===== src/core/p9gp_pkg.sv =====
/*
  Package for the eight-bit general-purpose port block: register map, reset values, field positions,
  pin-function constants and the packed structs for pin signals, control signals and register state.
  Assumes APB with 32-bit data; each register sits at four times its index as a byte address.
*/
package p9gp_pkg;
  localparam int P9GP_WIDTH = 8;
  // Register indices; byte address is four times the index
  localparam logic [15:0] P9GP_IDX_DIR = 16'hffc0;
  localparam logic [15:0] P9GP_IDX_OUT = 16'hffc1;
  localparam logic [17:0] P9GP_ADDR_DIR = {P9GP_IDX_DIR, 2'b00};
  localparam logic [17:0] P9GP_ADDR_OUT = {P9GP_IDX_OUT, 2'b00};
  localparam int P9GP_ADDR_W = 18;
  // Own control register: mode, slave select, software standby control
  localparam logic [17:0] P9GP_ADDR_CTRL = 18'h3ff08;
  localparam int P9GP_CTRL_MODE3 = 0;
  localparam int P9GP_CTRL_SLAVE = 1;
  localparam int P9GP_CTRL_SWSTBY = 2;
  // Reset values of the direction register per mode group
  localparam logic [7:0] P9GP_DIR_RST_M12 = 8'h40;
  localparam logic [7:0] P9GP_DIR_RST_M3 = 8'h00;
  localparam logic [7:0] P9GP_OUT_RST = 8'h00;
  localparam logic [7:0] P9GP_DIR_READ = 8'hff;
  // Bit that carries the system clock output
  localparam int P9GP_CLK_BIT = 6;
  localparam logic [31:0] P9GP_RD_ZERO = 32'h0000_0000;

  typedef struct packed {
    logic [7:0] pin_in;
    logic [7:0] pin_out;
    logic [7:0] pin_oe_n;
  } p9gp_pins_t;

  typedef struct packed {
    logic mode3;
    logic hw_standby;
    logic sw_standby;
    logic slave_cfg_sel;
  } p9gp_ctrl_t;

  typedef struct packed {
    logic [7:0] port_dir_reg;
    logic [7:0] port_out_reg;
    logic mode3_reg;
    logic slave_cfg_reg;
    logic sw_standby_reg;
    logic [7:0] sync1_reg;
    logic [7:0] sync2_reg;
    logic [7:0] pin_out_reg;
    logic [7:0] pin_oe_n_reg;
    logic [31:0] prdata_reg;
    logic pready_reg;
    logic pslverr_reg;
    logic [1:0] pin_sel_lo_reg;
    logic first_reg;
  } p9gp_state_t;
endpackage


===== src/core/p9gp_port.sv =====
/*
  Eight-bit general-purpose port: write-only direction register, data register with a pin-level bit,
  mode-dependent reset values, standby retention, and an APB slave for register access.
  Assumes mode and hardware standby come from chip control as synchronous levels; pins pass a
  two-flop synchroniser before they are read.
*/
// Our own choice: the APB interface to the registers.
//
// Contract
// (RULE1) Eight pins, each independently input or output, shared with other functions.
// (RULE2) Lowest two pins follow slave-configuration select; upper six ignore it.
// (RULE3) Direction bit 1 drives pin as output; 0 leaves it input.
// (RULE4) In modes 1 and 2 direction bit 6 stays 1; writes ignored.
// (RULE5) Direction register is write-only; reads return all ones.
// (RULE6) Reset or hardware standby loads direction 0x40 in modes 1-2, 0x00 in mode 3; reset here loads 0x40, mode 3 gets 0x00 on the first enabled edge.
// (RULE7) Software standby keeps direction contents; output pins stay driven.
// (RULE8) Direction register decoded at index 0xffc0 as eight-bit location.
// (RULE9) Data register at 0xffc1; bit 6 read-only pin level; others reset 0.
// (RULE10) Read returns data where direction 1, pin level where 0; bit 6 always pin.
// (RULE11) Data register keeps values in software standby; reset and hardware standby clear it.
// (RULE12) Register writes update value and pin drive on the completing clock edge.
`timescale 1ns/1ps
`default_nettype none
module p9gp_port
  import p9gp_pkg::*;
(
  // Clock, reset, enable
  input wire logic clk_sys,
  input wire logic reset_n,
  input wire logic clk_en,
  // Chip control
  input wire logic mode3,
  input wire logic hw_standby,
  input wire logic sys_clk_out,
  // APB slave
  input wire logic psel,
  input wire logic penable,
  input wire logic pwrite,
  input wire logic [p9gp_pkg::P9GP_ADDR_W-1:0] paddr,
  input wire logic [31:0] pwdata,
  output logic [31:0] prdata,
  output logic pready,
  output logic pslverr,
  // Pins
  input wire logic [7:0] pin_in,
  output logic [7:0] pin_out,
  output logic [7:0] pin_oe_n,
  // Synchronised levels of the low two pins for slave-side functions; all ones when not selected
  output logic [1:0] pin_sel_lo
);
  import p9gp_pkg::*;

  p9gp_state_t s_reg;
  p9gp_state_t s_next;

  logic setup;
  logic wr;
  logic [7:0] dir_rst;
  logic [7:0] wdir;
  logic [7:0] read_val;

  always_comb begin
    setup = psel && !penable;
    wr = psel && penable && pwrite && s_reg.pready_reg;
    dir_rst = mode3 ? P9GP_DIR_RST_M3 : P9GP_DIR_RST_M12;
    wdir = pwdata[7:0];
    // Pin 6 direction forced in modes 1 and 2
    if (!mode3) begin
      wdir[P9GP_CLK_BIT] = 1'b1; // [RULE4]
    end
    // Direction 1 reads latch, 0 reads pin; bit 6 always reads pin
    read_val = (s_reg.port_dir_reg & s_reg.port_out_reg) | (~s_reg.port_dir_reg & s_reg.sync2_reg); // [RULE10]
    read_val[P9GP_CLK_BIT] = s_reg.sync2_reg[P9GP_CLK_BIT]; // [RULE9] [RULE10]

    s_next = s_reg;
    s_next.sync1_reg = pin_in;
    s_next.sync2_reg = s_reg.sync1_reg;
    s_next.mode3_reg = mode3;
    s_next.first_reg = 1'b0;
    // One wait state: pready is high in the second access cycle
    s_next.pready_reg = psel && penable && !s_reg.pready_reg;
    s_next.pslverr_reg = 1'b0;

    if (setup) begin
      s_next.prdata_reg = P9GP_RD_ZERO;
      s_next.pslverr_reg = 1'b0;
      case (paddr)
        P9GP_ADDR_DIR: s_next.prdata_reg = {24'h000000, P9GP_DIR_READ}; // [RULE5] [RULE8]
        P9GP_ADDR_OUT: s_next.prdata_reg = {24'h000000, read_val}; // [RULE9]
        P9GP_ADDR_CTRL: s_next.prdata_reg = {29'h0, s_reg.sw_standby_reg, s_reg.slave_cfg_reg, s_reg.mode3_reg};
        default: s_next.prdata_reg = P9GP_RD_ZERO;
      endcase
    end
    if (psel && penable && !s_reg.pready_reg) begin
      case (paddr)
        P9GP_ADDR_DIR, P9GP_ADDR_OUT, P9GP_ADDR_CTRL: s_next.pslverr_reg = 1'b0;
        default: s_next.pslverr_reg = 1'b1;
      endcase
    end

    // Writes land on the completing edge; standby does not block software writes here
    if (wr) begin
      case (paddr)
        P9GP_ADDR_DIR: s_next.port_dir_reg = wdir; // [RULE3] [RULE8] [RULE12]
        P9GP_ADDR_OUT: begin
          s_next.port_out_reg = pwdata[7:0]; // [RULE12]
          s_next.port_out_reg[P9GP_CLK_BIT] = 1'b0; // [RULE9]
        end
        P9GP_ADDR_CTRL: begin
          s_next.slave_cfg_reg = pwdata[P9GP_CTRL_SLAVE];
          s_next.sw_standby_reg = pwdata[P9GP_CTRL_SWSTBY];
        end
        default: s_next.slave_cfg_reg = s_reg.slave_cfg_reg;
      endcase
    end

    // Mode change re-forces the fixed direction bit at once
    if (!mode3) begin
      s_next.port_dir_reg[P9GP_CLK_BIT] = 1'b1; // [RULE4]
    end

    // Hardware standby acts like reset; so does the first enabled edge after reset, which
    // picks the mode 3 direction value that the constant-only reset branch cannot know
    if (hw_standby || s_reg.first_reg) begin
      s_next.port_dir_reg = dir_rst; // [RULE6]
      s_next.port_out_reg = P9GP_OUT_RST; // [RULE11]
      s_next.sw_standby_reg = 1'b0;
    end
    // Retention in software standby is simply the absence of any clear [RULE7] [RULE11]

    // Pin drive from next register values so a write shows on the same edge
    for (int i = 0; i < P9GP_WIDTH; i++) begin
      s_next.pin_oe_n_reg[i] = ~s_next.port_dir_reg[i]; // [RULE1] [RULE3] [RULE7]
      s_next.pin_out_reg[i] = s_next.port_out_reg[i];
    end
    // Pin 6 as output carries the system clock level
    s_next.pin_out_reg[P9GP_CLK_BIT] = sys_clk_out;
    // Low two pins go to slave-side functions only when selected; upper six ignore the select
    s_next.pin_sel_lo_reg = s_reg.slave_cfg_reg ? s_reg.sync2_reg[1:0] : 2'b11; // [RULE2]
  end

  always_ff @(posedge clk_sys or negedge reset_n) begin
    if (!reset_n) begin
      s_reg <= '0;
      s_reg.port_dir_reg <= P9GP_DIR_RST_M12; // [RULE6]
      s_reg.pin_oe_n_reg <= ~P9GP_DIR_RST_M12;
      s_reg.port_out_reg <= P9GP_OUT_RST;
      s_reg.pin_sel_lo_reg <= 2'b11;
      // Limitation: in mode 3 pin 6 drives until the first enabled edge after release
      s_reg.first_reg <= 1'b1; // [RULE6]
    end else if (clk_en) begin
      s_reg <= s_next;
    end
  end

  assign prdata = s_reg.prdata_reg;
  assign pready = s_reg.pready_reg;
  assign pslverr = s_reg.pslverr_reg;
  assign pin_out = s_reg.pin_out_reg;
  assign pin_oe_n = s_reg.pin_oe_n_reg;
  assign pin_sel_lo = s_reg.pin_sel_lo_reg;
endmodule
`default_nettype wire


===== config.mk =====
export PLATFORM = sky130hd
export DESIGN_NAME = p9gp_port
export DESIGN_NICKNAME = d
export VERILOG_FILES = /design/src/core/p9gp_pkg.sv /design/src/core/p9gp_port.sv
export SDC_FILE = /design/constraint.sdc
export NUM_CORES = 1
export LEC_CHECK = 0
export ABC_AREA = 0
export BUFFER_PORTS_ARGS = -buffer_cell sky130_fd_sc_hd__buf_2
export CAP_MARGIN = 15
export CORE_ASPECT_RATIO = 0.8
export CORE_UTILIZATION = 49
export CTS_CLUSTER_SIZE = 8
export DETAILED_ROUTE_END_ITERATION = 10
export PLACE_DENSITY = 0.82
export SLEW_MARGIN = 10
export SYNTH_ARGS = -nofsm -noshare
export SYNTH_HDL_FRONTEND = slang
export SYNTH_SLANG_ARGS = --single-unit
export TNS_END_PERCENT = 50

===== constraint.sdc =====
create_clock -name clk_sys -period 1.9 [get_ports clk_sys]
set_clock_uncertainty 0.15 [all_clocks]
set_input_delay 0.38 -clock clk_sys [delete_from_list [all_inputs] [get_ports clk_sys]]
set_output_delay 0.38 -clock clk_sys [all_outputs]
set_load 0.1 [all_outputs]

==> results.toml <==
[clock_network]
clk_latency_ps = 310
clock_path_buffers = 2
cts_tree = "yes"
cts-root-buf = "clkbuf_8"
h-tree-depth = 2
cts_sinks = 56
cts_made_buffers = 5
clkTransAtPathRegs_ps = 100

[critical_path]
crit_path_max_fanout = 8
cp.required_ps = 1990
worst_ep_arrival_time_ps = 2180
crit_path_start = "paddr[4]"
r2r_end = "s_reg[75]"
critPathCaptureType = "register"
crit_type = "in -> reg"
timing.rr.start = "s_reg[0]"
r2r_setup_slack_ps = 240
startpoint_type = "input port"
worst_r2r_path_depth = 5

[final_layout]
antennaDiodeCount = 0
final_layout_size_suffix_gt1_frac = 0.448
largest_register_ffs = 26
fin_nets = 405
fillers = 497
final_common_cell = "buf_2"
multi_input_area_mm2 = 0.00127
regArea_mm2 = 0.00142
area_growth_pct = 18.1
layout_common_cells = "buf_2 (68), dfrtp_1 (44), nand2_1 (24), conb_1 (24), mux2_2 (18)"

[routing]
wirelength_mm = 6.35
viasPerCell = 5.48
ant_nets = 0
drc = 0
vias = 2286
drtIter0Drc = 108
routedWlPerCell_um = 15.2
first_pass_iters = 4

[global_route]
grt_remaining_overflow = 0
antenna_found_initial = 0
track_usage = 0.209
grt_pass1_vias = 2110
grt_pass1_wl_mm = 10.1
grt_start_max_net_pins = 57

[sta]
fin_crit_ps = 2090
fin_crit_sh = 1.10
hold_viol_final = 0
finalSetupViolCount = 24
whs_ps = 94.4
setup_slack_ps = -192
grt_setup_unrepaired = "true"
max_freq_mhz = 478
slew_violations = 0

[die]
rows = 24
die-area_mm2 = 0.00635
fp.dieW_um = 88.9
core_area_mm2 = 0.00565
start_util = 0.524
die_y_um = 71.5
io_pins = 119

[logic_synthesis]
synthSimpleGateAreaFrac = 0.162
synth_warnings = 0
syn-cell-area_mm2 = 0.00296
ys.flop_type = "dfrtp_1"
synth_cell_type_count = 43
netlist.area_leader.share = 0.381
synth_top_family_by_area = "simple AND/OR/NAND/NOR gates"
synth-compound-area-share = 0.121
seq_area_frac_synth = 0.478
ys_ff_latch = 56
synth_xor_area_frac = 0
yosys.area.top_type = "dfrtp_1"
async_flop_share = 1.00
synth-edff-count = 0
muxShareOfSynthArea = 0.0922
yosys.area_share.adder = 0
synth_cells = 278
synth.avg_cell_area_um2 = 10.6
synthTopCellsByArea = "dfrtp_1 (38%), buf_4 (13%), dfstp_2 (9.8%)"

[min_path]
worstHoldStart = "pwdata[7]"
hp-class = "in -> reg"
min_path_cells = 2
hold_end = "pin_oe_n[7]"

[placement]
numPortBuffers = 70
gp_congestion = 0.845
pre_cts_ws_ps = -520
dp_hpwl_mm = 4.53

[power_and_ir_drop]
power_density_mw_per_mm2 = 712
cellLeakagePower_uw = 0.00166
ir_drop_uv = 437
total_power_uw = 2480

[run_status]
violations = "negative setup slack"
outcome = "complete, but fails checks"

[job]
max-cap-violations = 0
layout make-up:
cell class | instances | share of cell area
flip-flops and latches | 56 | 0.406
multi-input cells | 181 | 0.365
repair buffers | 92 | 0.172
well taps | 78 | 0.0279
clock buffers | 6 | 0.0236
clock inverters | 2 | 0.00394
inverters | 2 | 0.00215
routing by layer:
metal | share of wire | track usage | vias up
li1 | - | - | 1047
met1 | 0.43 | 0.287 | 1114
met2 | 0.49 | 0.332 | 116
met3 | 0.071 | 0.0438 | 9
met4 | 0.011 | 0.0699 | 0
met5 | 0 | 0 | -
worst max-delay path: stages:
cell and delay, ps:
buf_6 90, or4b_4 530, or4_4 610, o21a_4 260
a221o_1 310
power breakdown:
| part | switching, uW | internal (uW) |
|---|---|---|
| sequential | 32.1 | 1250 |
| combinational | 392 | 123 |
| clock | 390 | 299 |
| total | 814 | 1670 |
worst max path at each step:
stage	cells past startpoint	endpoint
floorplan	4	s_reg[86]
finish	5	s_reg[86]
global route	5	s_reg[86]
CTS	7	s_reg[73]
global placement	5	s_reg[86]
detailed placement	5	s_reg[86]
metrics by stage:
stage	TNS (ps)	std cells	cell area [um2]	utilization
6_report	-2280	417	3490	0.619
5_1_grt	-3430	417	3490	0.619
4_1_cts	-3060	418	3470	0.615
3_5_place_dp	-13640	404	3260	0.578
3_3_place_gp	-13270	404	3260	0.578
2_1_floorplan	-9020	301	3070	-
cell usage after synthesis, drive strengths merged, types with 9 or more instances:
library cell / number
nor2: 12
clkbuf: 9
dfrtp: 45
nand3: 9
dfstp: 11
mux2: 18
nand2: 24
a22o: 11
o21ai: 9
buf: 53
nand4: 10
logic make-up (layout without fill, tap and decap cells):
kind of cell | count (synthesis) | in the layout
simple gates | 83 | 83
buf+inv | 64 | 102
flops | 56 | 56
compound gates | 49 | 49
mux | 25 | 25
other cells | 1 | 24
repair_timing:
action	CTS	global route
resized for setup	9	13
cloned	1	0
endpoints found under the setup margin	33	33
pin swaps	9	17
setup buffers	4	0
hold buffers	1	0
hold endpoints to repair	45	0
(Power assumes the default switching activity.)
